**src/rtl/mem_ctl_pkg.sv**
```systemverilog
package mem_ctl_pkg;

   // Register byte offsets
   localparam logic [7:0] OFS_SDRAM_CFG = 8'h08;
   localparam logic [7:0] OFS_SDRAM_TIMING = 8'h20;
   localparam logic [7:0] OFS_SR_EXIT_TIMING = 8'h3C;
   localparam logic [7:0] OFS_PAGE_MODE = 8'h68;
   localparam logic [7:0] OFS_STATUS = 8'h74;

   // Reset values
   localparam logic [31:0] RST_PAGE_MODE = 32'hFCFC_FCFC;
   localparam logic [31:0] RST_SDRAM_TIMING = 32'hFF77_F770;
   localparam logic [31:0] RST_SR_EXIT_TIMING = 32'h0000_001F;
   localparam logic [31:0] RST_SDRAM_CFG = 32'h0000_0000;

   // Writable bits; all others read as zero
   localparam logic [31:0] MSK_PAGE_MODE = 32'hFFFF_FFFF;
   localparam logic [31:0] MSK_SDRAM_TIMING = 32'hFF77_F770;
   localparam logic [31:0] MSK_SR_EXIT_TIMING = 32'h0000_001F;
   localparam logic [31:0] MSK_SDRAM_CFG = 32'h8000_FFFF;

   // Page-mode byte layout: one byte per chip select
   localparam int PG_BYTE_W = 8;
   localparam int PG_EN_BIT = 0;
   localparam int PG_LEN_BIT = 1;
   localparam int PG_DEL_LSB = 2;
   localparam int PG_DEL_W = 6;
   localparam int PG_CS_COUNT = 3;

   // Self-refresh request bit in the configuration register
   localparam int SR_REQ_BIT = 31;
   localparam int CFG_UPPER_LANE = 3;

   // Timing field positions (lsb) and widths
   localparam int TF_RFC_LSB = 27;
   localparam int TF_RP_LSB = 24;
   localparam int TF_RCD_LSB = 20;
   localparam int TF_WR_LSB = 16;
   localparam int TF_RAS_LSB = 12;
   localparam int TF_RC_LSB = 8;
   localparam int TF_RRD_LSB = 4;
   localparam int TF_XS_LSB = 0;
   localparam int GAP_W = 5;

   // Page sizes in words, as address bits
   localparam int PAGE4_BITS = 2;
   localparam int PAGE8_BITS = 3;

   // AXI responses
   localparam logic [1:0] RESP_OKAY = 2'h0;
   localparam logic [1:0] RESP_SLVERR = 2'h2;

   // SDRAM command codes
   typedef enum logic [2:0] {
      SD_ACTIVATE = 3'h0,
      SD_READ = 3'h1,
      SD_WRITE = 3'h2,
      SD_PRECHARGE = 3'h3,
      SD_REFRESH = 3'h4,
      SD_SELF_REFRESH = 3'h5
   } sd_cmd_t;

   // Self-refresh states, Gray along run-enter-held-exit
   typedef enum logic [1:0] {
      SR_RUN = 2'h0,
      SR_ENTER = 2'h1,
      SR_HELD = 2'h3,
      SR_EXIT = 2'h2
   } sr_state_t;

   // Page read engine states
   typedef enum logic {
      NOR_IDLE = 1'h0,
      NOR_WAIT = 1'h1
   } nor_state_t;

endpackage : mem_ctl_pkg

```
**src/rtl/mem_ctl_timing.sv**
```systemverilog
// Function
// - Per-select page enable bit, resets off
// - Page length bit: 0 four, 1 eight words
// - Six-bit page delay is cycles minus one
// - Absent select's page fields affect nothing
// - One field byte per select, fixed bits
// - Upper-byte write sets self-refresh, no init
// - Timing fields give minimum spacing minus one
// - Wait exit field plus one after self-refresh
// - Timing field bit positions, low nibble reserved
// - Request bit one enters, zero leaves self-refresh
//
// The AXI4-Lite slave port was left to the implementer.
`timescale 1ns/1ps

module mem_ctl_timing #(
   parameter int ADDR_W = 22,
   parameter int FULL_READ_CYCLES = 12
) (
   // Clock and reset
   input wire logic aclk,
   input wire logic aresetn,
   // AXI4-Lite write address
   input wire logic [7:0] s_axi_awaddr,
   input wire logic s_axi_awvalid,
   output logic s_axi_awready,
   // AXI4-Lite write data
   input wire logic [31:0] s_axi_wdata,
   input wire logic [3:0] s_axi_wstrb,
   input wire logic s_axi_wvalid,
   output logic s_axi_wready,
   // AXI4-Lite write response
   output logic [1:0] s_axi_bresp,
   output logic s_axi_bvalid,
   input wire logic s_axi_bready,
   // AXI4-Lite read address
   input wire logic [7:0] s_axi_araddr,
   input wire logic s_axi_arvalid,
   output logic s_axi_arready,
   // AXI4-Lite read data
   output logic [31:0] s_axi_rdata,
   output logic [1:0] s_axi_rresp,
   output logic s_axi_rvalid,
   input wire logic s_axi_rready,
   // NOR read requests
   input wire logic nor_rd_valid,
   input wire logic [1:0] nor_rd_cs,
   input wire logic [ADDR_W-1:0] nor_rd_addr,
   output logic nor_rd_ready,
   output logic nor_rd_done,
   output logic nor_rd_page_hit,
   // SDRAM command requests
   input wire logic sd_cmd_valid,
   input wire logic [2:0] sd_cmd_kind,
   input wire logic [1:0] sd_cmd_bank,
   output logic sd_cmd_ready,
   output logic sd_cmd_issue,
   output logic [2:0] sd_issue_kind,
   output logic sd_cke,
   output logic sd_init_start
);

   // Local copies of package widths; the state struct below needs them
   localparam int PG_DEL_W_L = mem_ctl_pkg::PG_BYTE_W;
   localparam int PG_CS_COUNT_L = mem_ctl_pkg::PG_CS_COUNT;
   localparam int GAP_W_L = mem_ctl_pkg::GAP_W;

   // Complete state of the block
   typedef struct packed {
      logic aw_have;
      logic [7:0] aw_addr;
      logic w_have;
      logic [31:0] w_data;
      logic [3:0] w_strb;
      logic awready;
      logic wready;
      logic bvalid;
      logic [1:0] bresp;
      logic arready;
      logic rvalid;
      logic [31:0] rdata;
      logic [1:0] rresp;
      logic [31:0] page_mode;
      logic [31:0] sd_timing;
      logic [31:0] sr_exit;
      logic [31:0] sd_cfg;
      logic init_start;
      mem_ctl_pkg::nor_state_t nor_st;
      logic [PG_DEL_W_L:0] nor_cnt;
      logic [PG_CS_COUNT_L*ADDR_W-1:0] last_page;
      logic [PG_CS_COUNT_L-1:0] last_ok;
      logic nor_ready;
      logic nor_done;
      logic nor_hit;
      mem_ctl_pkg::sr_state_t sr_st;
      logic [GAP_W_L-1:0] gap;
      logic [GAP_W_L-1:0] act_gap;
      logic [GAP_W_L-1:0] ras_gap;
      logic [1:0] last_bank;
      logic cmd_ready;
      logic cmd_issue;
      logic [2:0] issue_kind;
      logic cke;
   } state_t;

   state_t st_r; // Registered state
   state_t st_nxt; // Next state

   // Merge write data into a register under byte strobes and a mask
   function automatic logic [31:0] wmerge(input logic [31:0] old,
      input logic [31:0] data, input logic [3:0] strb,
      input logic [31:0] mask);
      logic [31:0] res;
      res = old;
      for (int b = 0; b < 4; b++)
      begin
         if (strb[b])
         begin
            res[b*8 +: 8] = data[b*8 +: 8];
         end
      end
      return res & mask;
   endfunction : wmerge

   // Extract a timing field, zero-extended to the gap width
   function automatic logic [GAP_W_L-1:0] tfield(input logic [31:0] r,
      input int lsb, input int w);
      logic [GAP_W_L-1:0] v;
      v = '0;
      for (int i = 0; i < GAP_W_L; i++)
      begin
         if (i < w)
         begin
            v[i] = r[lsb + i];
         end
      end
      return v;
   endfunction : tfield

   // Page number of an address for the given page length bit
   function automatic logic [ADDR_W-1:0] page_of(
      input logic [ADDR_W-1:0] a, input logic len8);
      logic [ADDR_W-1:0] p;
      p = len8 ? (a >> mem_ctl_pkg::PAGE8_BITS)
               : (a >> mem_ctl_pkg::PAGE4_BITS);
      return p;
   endfunction : page_of

   // Next-state logic: bus slave, page engine, command spacing
   always_comb
   begin
      logic [7:0] pg_byte;
      logic [PG_DEL_W_L:0] del;
      logic [ADDR_W-1:0] pg;
      logic hit;
      logic issue;
      logic sr_req;
      int cs;
      pg_byte = '0;
      del = '0;
      pg = '0;
      hit = 1'b0;
      issue = 1'b0;
      sr_req = 1'b0;
      cs = 0;
      st_nxt = st_r;
      st_nxt.init_start = 1'b0;
      st_nxt.nor_done = 1'b0;
      st_nxt.cmd_issue = 1'b0;

      // Capture write address and data in either order
      if (s_axi_awvalid && st_r.awready)
      begin
         st_nxt.aw_have = 1'b1;
         st_nxt.aw_addr = s_axi_awaddr;
      end
      if (s_axi_wvalid && st_r.wready)
      begin
         st_nxt.w_have = 1'b1;
         st_nxt.w_data = s_axi_wdata;
         st_nxt.w_strb = s_axi_wstrb;
      end

      // Perform the write once both halves are held
      if (st_r.aw_have && st_r.w_have && !st_r.bvalid)
      begin
         st_nxt.aw_have = 1'b0;
         st_nxt.w_have = 1'b0;
         st_nxt.bvalid = 1'b1;
         st_nxt.bresp = mem_ctl_pkg::RESP_OKAY;
         unique case (st_r.aw_addr)
            mem_ctl_pkg::OFS_PAGE_MODE:
               st_nxt.page_mode = wmerge(st_r.page_mode, st_r.w_data,
                  st_r.w_strb, mem_ctl_pkg::MSK_PAGE_MODE);
            mem_ctl_pkg::OFS_SDRAM_TIMING:
               st_nxt.sd_timing = wmerge(st_r.sd_timing, st_r.w_data,
                  st_r.w_strb, mem_ctl_pkg::MSK_SDRAM_TIMING);
            mem_ctl_pkg::OFS_SR_EXIT_TIMING:
               st_nxt.sr_exit = wmerge(st_r.sr_exit, st_r.w_data,
                  st_r.w_strb, mem_ctl_pkg::MSK_SR_EXIT_TIMING);
            mem_ctl_pkg::OFS_SDRAM_CFG:
            begin
               st_nxt.sd_cfg = wmerge(st_r.sd_cfg, st_r.w_data,
                  st_r.w_strb, mem_ctl_pkg::MSK_SDRAM_CFG);
               // Only a write reaching the lower lanes starts init
               st_nxt.init_start =
                  |st_r.w_strb[mem_ctl_pkg::CFG_UPPER_LANE-1:0];
            end
            mem_ctl_pkg::OFS_STATUS:
               st_nxt.bresp = mem_ctl_pkg::RESP_OKAY;
            default:
               st_nxt.bresp = mem_ctl_pkg::RESP_SLVERR;
         endcase
      end
      else if (st_r.bvalid && s_axi_bready)
      begin
         st_nxt.bvalid = 1'b0;
      end
      st_nxt.awready = !st_nxt.aw_have && !st_nxt.bvalid;
      st_nxt.wready = !st_nxt.w_have && !st_nxt.bvalid;

      // Read channel: answer one cycle after the address is taken
      if (s_axi_arvalid && st_r.arready)
      begin
         st_nxt.rvalid = 1'b1;
         st_nxt.rresp = mem_ctl_pkg::RESP_OKAY;
         unique case (s_axi_araddr)
            mem_ctl_pkg::OFS_PAGE_MODE: st_nxt.rdata = st_r.page_mode;
            mem_ctl_pkg::OFS_SDRAM_TIMING: st_nxt.rdata = st_r.sd_timing;
            mem_ctl_pkg::OFS_SR_EXIT_TIMING: st_nxt.rdata = st_r.sr_exit;
            mem_ctl_pkg::OFS_SDRAM_CFG: st_nxt.rdata = st_r.sd_cfg;
            mem_ctl_pkg::OFS_STATUS:
               st_nxt.rdata = {27'h0, !st_r.nor_ready, st_r.cke,
                  st_r.cmd_ready, st_r.sr_st};
            default:
            begin
               st_nxt.rdata = '0;
               st_nxt.rresp = mem_ctl_pkg::RESP_SLVERR;
            end
         endcase
      end
      else if (st_r.rvalid && s_axi_rready)
      begin
         st_nxt.rvalid = 1'b0;
      end
      st_nxt.arready = !st_nxt.rvalid;

      // Page read engine; the absent fourth byte is never indexed
      unique case (st_r.nor_st)
         mem_ctl_pkg::NOR_IDLE:
            if (nor_rd_valid && st_r.nor_ready &&
                nor_rd_cs < 2'(PG_CS_COUNT_L))
            begin
               cs = int'(nor_rd_cs);
               pg_byte = st_r.page_mode[cs*mem_ctl_pkg::PG_BYTE_W +: 8];
               pg = page_of(nor_rd_addr,
                  pg_byte[mem_ctl_pkg::PG_LEN_BIT]);
               del = {3'h0, pg_byte[7:mem_ctl_pkg::PG_DEL_LSB]};
               hit = pg_byte[mem_ctl_pkg::PG_EN_BIT] && st_r.last_ok[cs]
                  && st_r.last_page[cs*ADDR_W +: ADDR_W] == pg;
               // Hit waits delay+1, miss pays the whole access
               st_nxt.nor_cnt = hit ? del
                  : (PG_DEL_W_L+1)'(FULL_READ_CYCLES - 1);
               st_nxt.nor_hit = hit;
               st_nxt.last_page[cs*ADDR_W +: ADDR_W] = pg;
               st_nxt.last_ok[cs] = pg_byte[mem_ctl_pkg::PG_EN_BIT];
               st_nxt.nor_st = mem_ctl_pkg::NOR_WAIT;
               st_nxt.nor_ready = 1'b0;
            end
         mem_ctl_pkg::NOR_WAIT:
            if (st_r.nor_cnt == '0)
            begin
               st_nxt.nor_done = 1'b1;
               st_nxt.nor_ready = 1'b1;
               st_nxt.nor_st = mem_ctl_pkg::NOR_IDLE;
            end
            else
            begin
               st_nxt.nor_cnt = st_r.nor_cnt - 1'b1;
            end
      endcase
      // Ready follows the engine state, so it comes up after reset
      st_nxt.nor_ready = st_nxt.nor_st == mem_ctl_pkg::NOR_IDLE;

      // Spacing counters run down toward zero
      if (st_r.gap != '0) st_nxt.gap = st_r.gap - 1'b1;
      if (st_r.act_gap != '0) st_nxt.act_gap = st_r.act_gap - 1'b1;
      if (st_r.ras_gap != '0) st_nxt.ras_gap = st_r.ras_gap - 1'b1;

      // Command issue: a spacing counter loaded with a field delays
      // the next command by field+1 cycles
      sr_req = st_r.sd_cfg[mem_ctl_pkg::SR_REQ_BIT];
      issue = sd_cmd_valid && st_r.cmd_ready;
      if (issue)
      begin
         st_nxt.cmd_issue = 1'b1;
         st_nxt.issue_kind = sd_cmd_kind;
         unique case (sd_cmd_kind)
            mem_ctl_pkg::SD_ACTIVATE:
            begin
               st_nxt.gap = tfield(st_r.sd_timing,
                  mem_ctl_pkg::TF_RCD_LSB, 3);
               st_nxt.ras_gap = tfield(st_r.sd_timing,
                  mem_ctl_pkg::TF_RAS_LSB, 4);
               st_nxt.act_gap = (sd_cmd_bank == st_r.last_bank)
                  ? tfield(st_r.sd_timing, mem_ctl_pkg::TF_RC_LSB, 4)
                  : tfield(st_r.sd_timing, mem_ctl_pkg::TF_RRD_LSB, 3);
               st_nxt.last_bank = sd_cmd_bank;
            end
            mem_ctl_pkg::SD_WRITE:
               st_nxt.gap = tfield(st_r.sd_timing,
                  mem_ctl_pkg::TF_WR_LSB, 3);
            mem_ctl_pkg::SD_PRECHARGE:
               st_nxt.gap = tfield(st_r.sd_timing,
                  mem_ctl_pkg::TF_RP_LSB, 3);
            mem_ctl_pkg::SD_REFRESH:
               st_nxt.gap = tfield(st_r.sd_timing,
                  mem_ctl_pkg::TF_RFC_LSB, 5);
            default:
               st_nxt.gap = '0;
         endcase
      end

      // Self-refresh sequencing
      unique case (st_r.sr_st)
         mem_ctl_pkg::SR_RUN:
            if (sr_req && !issue)
            begin
               st_nxt.sr_st = mem_ctl_pkg::SR_ENTER;
            end
         mem_ctl_pkg::SR_ENTER:
            if (st_r.gap == '0 && st_r.act_gap == '0 &&
                st_r.ras_gap == '0)
            begin
               st_nxt.cmd_issue = 1'b1;
               st_nxt.issue_kind = mem_ctl_pkg::SD_SELF_REFRESH;
               st_nxt.cke = 1'b0;
               st_nxt.sr_st = mem_ctl_pkg::SR_HELD;
            end
         mem_ctl_pkg::SR_HELD:
            if (!sr_req)
            begin
               st_nxt.cke = 1'b1;
               st_nxt.gap = tfield(st_r.sr_exit,
                  mem_ctl_pkg::TF_XS_LSB, 5);
               st_nxt.sr_st = mem_ctl_pkg::SR_EXIT;
            end
         mem_ctl_pkg::SR_EXIT:
            if (st_r.gap == '0)
            begin
               st_nxt.sr_st = mem_ctl_pkg::SR_RUN;
            end
      endcase

      // Ready only in run with every spacing elapsed
      st_nxt.cmd_ready = st_nxt.sr_st == mem_ctl_pkg::SR_RUN && !sr_req
         && st_nxt.gap == '0 && st_nxt.act_gap == '0
         && st_nxt.ras_gap == '0;
   end

   // State register with synchronous reset
   always_ff @(posedge aclk)
   begin
      if (!aresetn)
      begin
         st_r <= '0;
         st_r.page_mode <= mem_ctl_pkg::RST_PAGE_MODE;
         st_r.sd_timing <= mem_ctl_pkg::RST_SDRAM_TIMING;
         st_r.sr_exit <= mem_ctl_pkg::RST_SR_EXIT_TIMING;
         st_r.sd_cfg <= mem_ctl_pkg::RST_SDRAM_CFG;
         st_r.nor_st <= mem_ctl_pkg::NOR_IDLE;
         st_r.sr_st <= mem_ctl_pkg::SR_RUN;
         st_r.issue_kind <= mem_ctl_pkg::SD_ACTIVATE;
         st_r.bresp <= mem_ctl_pkg::RESP_OKAY;
         st_r.rresp <= mem_ctl_pkg::RESP_OKAY;
         st_r.cke <= 1'b1;
      end
      else
      begin
         st_r <= st_nxt;
      end
   end

   // Outputs straight from the state register
   assign s_axi_awready = st_r.awready;
   assign s_axi_wready = st_r.wready;
   assign s_axi_bvalid = st_r.bvalid;
   assign s_axi_bresp = st_r.bresp;
   assign s_axi_arready = st_r.arready;
   assign s_axi_rvalid = st_r.rvalid;
   assign s_axi_rdata = st_r.rdata;
   assign s_axi_rresp = st_r.rresp;
   assign nor_rd_ready = st_r.nor_ready;
   assign nor_rd_done = st_r.nor_done;
   assign nor_rd_page_hit = st_r.nor_hit;
   assign sd_cmd_ready = st_r.cmd_ready;
   assign sd_cmd_issue = st_r.cmd_issue;
   assign sd_issue_kind = st_r.issue_kind;
   assign sd_cke = st_r.cke;
   assign sd_init_start = st_r.init_start;

endmodule : mem_ctl_timing

```
**config.mk**
```make
export PLATFORM = sky130hd
export DESIGN_NAME = mem_ctl_timing
export DESIGN_NICKNAME = d
export VERILOG_FILES = /design/src/rtl/mem_ctl_pkg.sv /design/src/rtl/mem_ctl_timing.sv
export SDC_FILE = /design/constraint.sdc
export NUM_CORES = 1
export LEC_CHECK = 0
export BUFFER_PORTS_ARGS = -buffer_cell sky130_fd_sc_hd__buf_2
export CAP_MARGIN = 20
export CELL_PAD_IN_SITES_DETAIL_PLACEMENT = 1
export CELL_PAD_IN_SITES_GLOBAL_PLACEMENT = 1
export CORE_MARGIN = 2
export CORE_UTILIZATION = 45
export CTS_CLUSTER_DIAMETER = 30
export DETAILED_ROUTE_END_ITERATION = 16
export GPL_TIMING_DRIVEN = 0
export HOLD_SLACK_MARGIN = 0.08
export PLACE_DENSITY = 0.93
export SLEW_MARGIN = 40
export SYNTH_ARGS = -nofsm -noshare
export SYNTH_HDL_FRONTEND = slang
export SYNTH_SLANG_ARGS = --single-unit
```
**constraint.sdc**
```tcl
create_clock -name aclk -period 3.8 [get_ports aclk]
set_clock_uncertainty 0.15 [all_clocks]
set_input_delay 0.38 -clock aclk [delete_from_list [all_inputs] [get_ports aclk]]
set_output_delay 0.38 -clock aclk [all_outputs]
set_load 0.02 [all_outputs]
```
==> impl_metrics.py, run 1 <==
metrics = {
    "global_route": {
        "grt_antenna_before_repair": 5,
        "grt_pass1_wl_um": 102000,
        "grt_pass1_vias": 16424,
        "grt_usage": 0.437,
        "grt_overflow": 0,
        "grt_start_max_net_pins": 13,
    },
    "synthesis": {
        "ys_ff_latch": 271,
        "syn_area_mm2": 0.0135,
        "synth_edf_count": 0,
        "yosysTopAreaCellShare": 0.402,
        "synth-main-ff-cell": "dfxtp_1",
        "syn_inst": 1613,
        "synth.distinct_cells": 73,
        "yosysSeqAreaShare": 0.402,
        "synth_most_common_cell": "nand2_1",
        "synth_warnings": 0,
        "async_flop_share": 0,
        "avgSynthCellArea_um2": 8.36,
        "synthTopCellsByArea": "dfxtp_1, nand2_1, mux2i_1",
        "synth_common_cells": "nand2_1, dfxtp_1, nor2_1",
        "synth_top_cell_by_area": "dfxtp_1",
    },
    "finish": {
        "drive_gt1_frac": 0.193,
        "area_delta_synth_final_pct": 29.8,
        "final_cells": 2310,
        "nets": 1965,
    },
    "sta": {
        "tightest_slew_ns": 0.979,
        "fin_tns_setup_ns": -0.0675,
        "rsz0062_at_grt": "no",
        "worst_slack_ns": -0.0643,
        "setup_viol_count_final": 2,
        "finalCritPeriodShare": 1.02,
        "slew_headroom": 0.348,
        "drv_slew": 0,
        "fmax_mhz": 259,
        "post-route-min-period_ns": 3.86,
        "whs_ns": 0.191,
        "hold_violations": 0,
    },
    "detailed_routing": {
        "drc_errors": 0,
        "wl_per_cell_um": 30.0,
        "dr.pass1.iters": 7,
        "drt-initial-drc-count": 2194,
        "wl_um": 69400,
        "viasPerCell": 6.71,
        "num_vias": 15503,
        "ant_nets": 0,
    },
    "critical_path": {
        "path_max_fanout": 10,
        "crit_type": "flip-flop to flip-flop",
        "slowest_delay_ns": 0.69,
        "slowest_stage": "mux2i_1",
        "worstPathCellList": "mux4_2 -> buf_6 -> buf_6 -> buf_2 -> mux2i_2 -> mux2i_1 -> a31oi_1 -> o21ai_1 -> a32o_1",
        "crit_top_cell": "buf_6",
        "cp.arrival_ns": 4.20,
        "end_kind": "flip-flop",
        "required_ns": 4.13,
        "start_kind": "flip-flop",
    },
    "clock_tree": {
        "worst_skew_pair.late_latency_ns": 0.58,
        "clk_pin_slew_ns": 0.05,
        "ctsLongestPathBuffers": 3,
        "cts_tree": "built",
        "cts_setup_buffers": 0,
        "numCtsBuffers": 67,
        "clock-root-buffer": "clkbuf_16",
        "cts_sinks": 271,
        "htreeDepth": 3,
    },
    "pwr": {
        "sw_frac_of_total": 0.310,
        "cell_internal_pwr_mw": 7.27,
        "clockPowerShare": 0.538,
        "p_sw_mw": 3.26,
        "power_density_mw_per_mm2": 602,
        "p_leak_nw": 6.87,
        "max-vdd-ir-drop_mv": 0.346,
        "power_frac_comb": 0.164,
        "power_frac_seq": 0.298,
    },
    "floorplanning": {
        "fp.dieW_um": 177,
        "dieArea_mm2": 0.0314,
        "row_count": 63,
        "pin_count": 141,
        "start_util": 0.456,
        "die_h_um": 177,
        "core-area_mm2": 0.0296,
    },
    "run_status": {
        "violations": "setup timing",
        "status": "finished, violations left",
    },
    "place": {
        "post-dp-hpwl_um": 43600,
        "place_congestion": 1.02,
        "dp_cells": 2138,
        "port_buffers": 132,
    },
    "run": {
        "cap_violations": 0,
    },
    "min_path": {
        "hp-class": "primary input to flip-flop",
    },
}
==> cells in the final DEF, fill, tap and decap left out, drive strengths merged, types with 9 or more instances in the layout <==
cell and n:
buf 192, o21ai 87, inv 24, nand2 275, a2bb2oi 12, xnor2 23
nor3 43, a22oi 16, nand2b 10, and2 20, clkinv 15, nor4 13
dfxtp 271, clkbuf 165, a31oi 11, xor2 12, a32o 9, mux2i 106
a21oi 112, a222oi 14, clkinvlp 12, a221oi 18, nor2 165, mux4 16
o2bb2ai 12, ha 11, dlygate4sd3 48, nand3 61
==> path summary, 6_finish.rpt <==
kind               endpoint  cells after the start          start  slack, ns
setup / recovery  flip-flop                      9      st_r[229]      -0.06
setup reg to reg  flip-flop                      9      st_r[229]      -0.06
hold reg to reg   flip-flop                      2      flip-flop       0.30
hold / removal    st_r[316]                      4  s_axi_awvalid       0.19
==> layout make-up <==
class / instances / area [µm²]
Inverter: 21 / 78.8
Antenna cell: 4 / 10.0
Buffer: 134 / 699
Clock buffer: 89 / 1880
Clock inverter: 32 / 329
Tap cell: 390 / 488
Multi-Input combinational cell: 1187 / 7440
Fill cell: 3426 / 12100
Sequential cell: 271 / 5430
Timing Repair Buffer: 182 / 1150
==> stage by stage <==
step	power (mW)	setup slack, ns	util	area [µm²]
after floorplan	4.17	0.306	-	13500
after global placement	4.57	-1.53	0.495	14600
after detailed placement	4.65	-1.46	0.497	14700
after CTS	10.4	0.0184	0.589	17400
after global routing	10.7	0.0125	0.592	17500
final	10.5	-0.0643	0.592	17500
==> metal layers <==
layer  wire, µm  GRT usage  vias up
met1      24400      0.480     7571
met5         23          0        -
met2      31800      0.708     1186
met4       5590      0.305        4
li1           -          -     6271
met3       7660      0.148      471
==> logic make-up (layout without fill, tap and decap cells) <==
| family | after synthesis | in the layout | share of synthesized area |
|---|---|---|---|
| and+or+nand+nor | 641 | 641 | 0.215 |
| DFF | 271 | 271 | 0.402 |
| adders and majority gates | 11 | 11 | 0.0102 |
| AOI/OAI and AO/OA | 368 | 368 | 0.179 |
| buffers and inverters | 156 | 458 | 0.0565 |
| muxes | 130 | 130 | 0.114 |
| xor gates and xnor gates | 35 | 35 | 0.0227 |
| other | 1 | 6 | 0.000278 |
==> power groups by stage <==
stage	clock, mW	combinational [mW]	sequential [mW]
detailed placement	0	1.48	3.17
floorplan	0	1.03	3.13
global route	5.77	1.82	3.14
global placement	0	1.42	3.16
CTS	5.60	1.63	3.13
finish	5.67	1.73	3.14
==> worst max-delay path, delay by kind of cell (launching register included) <==
kind / cells / cell delay, ns
mux: 3 / 1.52
flops: 1 / 0.43
buf+inv: 3 / 0.55
compound gates: 3 / 1.13
==> what timing repair did <==
action	CTS	global route
endpoints found under the hold margin	49	0
hold buffers	48	0
setup endpoints to repair	59	37
gates resized for setup	15	20
Note: power is estimated with default switching activity, not from simulation.
==> inputs of run 2 (changes only) <==
--- a/config.mk
+++ b/config.mk
@@ -15,7 +15,7 @@
 export DETAILED_ROUTE_END_ITERATION = 16
 export GPL_TIMING_DRIVEN = 0
 export HOLD_SLACK_MARGIN = 0.08
-export PLACE_DENSITY = 0.93
+export PLACE_DENSITY = 0.91
 export SLEW_MARGIN = 40
 export SYNTH_ARGS = -nofsm -noshare
 export SYNTH_HDL_FRONTEND = slang
==> impl_metrics.py, run 2 (synthesis gave the netlist of run 1 again) <==
metrics = {
    "min_path": {
        "hold_end": "st_r[23]",
        "min_path_cells": 4,
        "hp-start": "sd_cmd_valid",
        "hp-class": "primary input to flip-flop",
    },
    "clock_tree": {
        "htreeDepth": 2,
        "numCtsBuffers": 58,
        "clk_pin_slew_ns": 0.05,
        "cts_sinks": 271,
        "cts_tree": "built",
        "clock-root-buffer": "clkbuf_16",
        "ctsLongestPathBuffers": 3,
        "cts_setup_buffers": 0,
        "worst_skew_pair.late_latency_ns": 0.61,
    },
    "pwr": {
        "p_leak_nw": 6.80,
        "power.total_mw": 10.4,
        "power_density_mw_per_mm2": 598,
        "max-vdd-ir-drop_mv": 0.402,
    },
    "floorplanning": {
        "row_count": 63,
        "dieArea_mm2": 0.0314,
        "die_h_um": 177,
        "core-area_mm2": 0.0296,
        "fp.dieW_um": 177,
        "pin_count": 141,
        "start_util": 0.456,
    },
    "finish": {
        "final_util": 0.589,
        "final_cell_mix": "nand2_1, dfxtp_1, nor2_1",
        "drive_gt1_frac": 0.188,
        "nets": 1957,
        "final_common_cell": "nand2_1",
        "final_cells": 2297,
        "area_delta_synth_final_pct": 29.1,
    },
    "run": {
        "cap_violations": 0,
    },
    "critical_path": {
        "start_kind": "primary input",
        "rr_startpoint": "st_r[213]",
        "crit_type": "primary input to flip-flop",
        "slowest_delay_ns": 0.54,
        "path_max_fanout": 12,
        "ff2ff_setup_slack_ns": 0.10,
        "worstPathCellList": "buf_2 -> buf_6 -> buf_4 -> buf_4 -> inv_1 -> buf_2 -> ha_1 -> clkbuf_1 -> clkinv_1 -> or3_1 -> a21oi_1 -> o21ai_0 -> a221o_1 -> a21oi_1",
        "end_kind": "flip-flop",
        "cp.arrival_ns": 4.17,
        "cp_top_family": "buffers and inverters",
        "required_ns": 4.15,
        "slowest_stage": "clkinv_1",
        "critPathBufInv": 8,
        "reg2reg_depth": 9,
    },
    "global_route": {
        "grt_antenna_before_repair": 5,
        "grt_usage": 0.418,
        "grt_overflow": 0,
        "grt_pass1_wl_um": 99100,
        "grt_start_max_net_pins": 18,
        "grt_pass1_vias": 16309,
    },
    "detailed_routing": {
        "wl_per_cell_um": 29.0,
        "viasPerCell": 6.64,
        "drt-initial-drc-count": 1675,
        "ant_nets": 0,
        "drc_errors": 0,
        "wl_um": 66600,
        "dr.pass1.iters": 6,
        "num_vias": 15250,
    },
    "sta": {
        "finalCritPeriodShare": 1.00,
        "rsz0062_at_grt": "yes",
        "fmax_mhz": 262,
        "worst_slack_ns": -0.0166,
        "slew_headroom": 0.334,
        "post-route-min-period_ns": 3.82,
        "tightest_slew_ns": 0.999,
        "setup_viol_count_final": 1,
        "hold_violations": 0,
        "fin_tns_setup_ns": -0.0166,
        "drv_slew": 0,
    },
    "run_status": {
        "violations": "setup timing",
        "status": "finished, violations left",
    },
    "place": {
        "place_congestion": 1.07,
        "post-dp-hpwl_um": 42400,
        "dp_cells": 2138,
        "port_buffers": 132,
        "pre_cts_slack_ns": -1.52,
    },
}
## run 2: cell count changes in the layout (fill, tap and decap cells not counted), moves of 2 or more
cell,before,now
clkbuf_4,3,1
mux2i_2,9,7
buf_2,138,140
clkbuf_1,78,73
inv_16,3,1
clkbuf_16,68,58
mux2i_1,96,98
clkbuf_2,6,4
clkbuf_8,10,5
bufinv_16,2,12
clkinv_2,9,7
## run 2: worst min-delay path, stage by stage
cell	delay, ns
buf_2	0.11
a21oi_1	0.07
o21ai_0	0.15
a21oi_1	0.08
## run 2: through the flow
step                      hold WS [ns]  cell area (µm²)
after floorplan                  0.260            13500
after global placement           0.275            14600
after detailed placement         0.294            14700
after CTS                       0.0912            17300
after global routing             0.131            17400
final                            0.105            17400
## run 2: worst max-delay path by stage
stage	from	to	slack (ns)	depth (start not counted)
after global routing	nor_rd_cs[0]	flip-flop	-0.02	14
after CTS	nor_rd_cs[0]	flip-flop	0.04	14
final	nor_rd_cs[0]	flip-flop	-0.02	14
after detailed placement	nor_rd_cs[0]	flip-flop	-1.52	15
after global placement	nor_rd_cs[0]	flip-flop	-1.43	15
after floorplan	nor_rd_cs[0]	flip-flop	0.31	13
## run 2: metal layers
layer / up-vias / wire length, µm / GRT usage
met2: 1190 / 30800 / 0.692
met3: 402 / 7260 / 0.112
met1: 7408 / 23500 / 0.473
met4: 4 / 4930 / 0.275
met5: - / 64 / 0
li1: 6246 / - / -
## run 2: power by group
part	leakage, nW	total [mW]	switching, mW	internal, mW
combinational	3.59	1.69	1.06	0.634
clock	1.01	5.59	1.86	3.73
sequential	2.20	3.13	0.149	2.98
total	6.80	10.4	3.07	7.34
## run 2: layout make-up
class / count / area, µm²
clock inverter: 39 / 598
fill: 3455 / 12200
inverter: 21 / 82.6
clock buffer: 68 / 1540
buffer: 135 / 699
timing repair buffer: 182 / 1150
sequential: 271 / 5430
tap: 390 / 488
antenna: 4 / 10.0
multi-input combinational: 1187 / 7410
## run 2: what timing repair did
action	CTS	global route
endpoints found under the setup margin	64	24
gates resized for setup	16	14
pin swaps	0	1
hold buffers	48	0
endpoints found under the hold margin	50	0
==> inputs of run 3 (changes only) <==
--- a/config.mk
+++ b/config.mk
@@ -15,7 +15,8 @@
 export DETAILED_ROUTE_END_ITERATION = 16
 export GPL_TIMING_DRIVEN = 0
 export HOLD_SLACK_MARGIN = 0.08
-export PLACE_DENSITY = 0.91
+export PLACE_DENSITY_LB_ADDON = 0.3
+export SKIP_LAST_GASP = 1
 export SLEW_MARGIN = 40
 export SYNTH_ARGS = -nofsm -noshare
 export SYNTH_HDL_FRONTEND = slang
==> impl_metrics.py, run 3 (synthesis gave the netlist of run 1 again) <==
metrics = {
    "run_status": {
        "status": "finished, violations left",
        "violations": "setup timing",
    },
    "finish": {
        "multi_input_area_mm2": 0.00738,
        "drive_gt1_frac": 0.190,
        "area_delta_synth_final_pct": 29.0,
        "fill_cells": 3483,
        "nets": 1957,
        "register_area_mm2": 0.00543,
        "final_common_cell": "nand2_1",
        "final_cell_mix": "nand2_1, dfxtp_1, nor2_1",
    },
    "pwr": {
        "power.total_mw": 10.4,
        "p_sw_mw": 2.95,
        "clockPowerShare": 0.541,
        "power_frac_comb": 0.158,
        "cell_internal_pwr_mw": 7.43,
        "p_leak_nw": 6.84,
        "power_density_mw_per_mm2": 596,
        "max-vdd-ir-drop_mv": 0.411,
        "power_frac_seq": 0.301,
        "sw_frac_of_total": 0.284,
    },
    "clock_tree": {
        "cts_tree": "built",
        "clk_pin_slew_ns": 0.05,
        "worst_skew_pair.late_latency_ns": 0.60,
        "cts_sinks": 271,
        "clock-root-buffer": "clkbuf_16",
        "cts_setup_buffers": 0,
        "htreeDepth": 2,
        "numCtsBuffers": 59,
        "ctsLongestPathBuffers": 3,
    },
    "sta": {
        "fin_tns_setup_ns": -0.0109,
        "drv_slew": 0,
        "finalCritPeriodShare": 1.00,
        "slew_headroom": 0.386,
        "fmax_mhz": 263,
        "worst_slack_ns": -0.00912,
        "rsz0062_at_grt": "yes",
        "post-route-min-period_ns": 3.81,
        "hold_violations": 0,
        "tightest_slew_ns": 0.914,
        "setup_viol_count_final": 2,
        "whs_ns": 0.108,
    },
    "run": {
        "cap_violations": 0,
    },
    "floorplanning": {
        "fp.dieW_um": 177,
        "row_count": 63,
        "dieArea_mm2": 0.0314,
        "start_util": 0.456,
        "core-area_mm2": 0.0296,
        "die_h_um": 177,
        "pin_count": 141,
    },
    "place": {
        "port_buffers": 132,
        "post-dp-hpwl_um": 43900,
        "place_congestion": 1.00,
    },
    "global_route": {
        "grt_start_max_net_pins": 16,
        "grt_overflow": 0,
        "grt_usage": 0.395,
        "grt_antenna_before_repair": 6,
        "grt_pass1_wl_um": 92500,
        "grt_pass1_vias": 15033,
    },
    "detailed_routing": {
        "num_vias": 14503,
        "drc_errors": 0,
        "viasPerCell": 6.31,
        "drt-initial-drc-count": 1460,
        "dr.pass1.iters": 5,
        "wl_per_cell_um": 27.3,
        "ant_nets": 0,
        "wl_um": 62700,
    },
    "critical_path": {
        "end_kind": "flip-flop",
        "start_kind": "primary input",
        "required_ns": 4.16,
        "ff2ff_setup_slack_ns": 0.02,
        "crit_type": "primary input to flip-flop",
        "path_max_fanout": 11,
        "cp.arrival_ns": 4.17,
    },
    "min_path": {
        "hp-class": "primary input to flip-flop",
    },
}
-- run 3: final timing paths --
check | cells after the start | to | start
max | 12 | flip-flop | nor_rd_cs[1]
min | 4 | st_r[320] | s_axi_awvalid
max reg2reg | 10 | flip-flop | st_r[213]
min reg2reg | 2 | flip-flop | flip-flop
-- run 3: repair_timing --
| action | in CTS | in global routing |
|---|---|---|
| setup endpoints to repair | 61 | 32 |
| cloned | 0 | 0 |
| hold endpoints to repair | 51 | 0 |
| resized for setup | 11 | 11 |
| hold buffers | 48 | 0 |
-- run 3: routing by layer --
layer / GRT usage / vias up / part of all wire
li1: - / 6256 / -
met5: 0 / - / 0.00037
met3: 0.104 / 183 / 0.10
met4: 0.176 / 4 / 0.043
met2: 0.624 / 832 / 0.45
met1: 0.507 / 7228 / 0.40
-- run 3: stage by stage --
stage,worst slack (ns),cells,utilization,cell area (µm²)
3_3_place_gp,-1.29,2136,0.495,14600
5_1_grt,-0.0318,2296,0.588,17400
2_1_floorplan,0.306,1614,-,13500
4_1_cts,0.0173,2297,0.588,17400
6_report,-0.00912,2297,0.589,17400
3_5_place_dp,-1.37,2138,0.497,14700
-- run 3: critical path, cell delays in order --
cell and delay (ns):
buf_2 0.16, clkbuf_1 0.45, clkinv_1 0.63, ha_1 0.53
clkbuf_2 0.30, nor2b_1 0.38, inv_1 0.14, nor2_1 0.34
nand3_1 0.41, nor2_1 0.25, a21oi_1 0.06, nor2_1 0.12
-- run 3: cell type report --
class / instances / share of cell area
timing repair buffer: 182 / 0.0662
sequential: 271 / 0.312
antenna: 1 / 0.000144
inverter: 21 / 0.00475
clock inverter: 41 / 0.0347
buffer: 134 / 0.0403
tap: 390 / 0.0280
multi-input combinational: 1187 / 0.424
clock buffer: 70 / 0.0895
-- run 3: power groups by stage --
stage / clock [mW] / sequential, mW / combinational [mW]
after global placement: 0 / 3.16 / 1.45
after CTS: 5.59 / 3.12 / 1.58
after floorplan: 0 / 3.13 / 1.03
after detailed placement: 0 / 3.17 / 1.50
after global routing: 5.76 / 3.14 / 1.75
final: 5.61 / 3.13 / 1.64
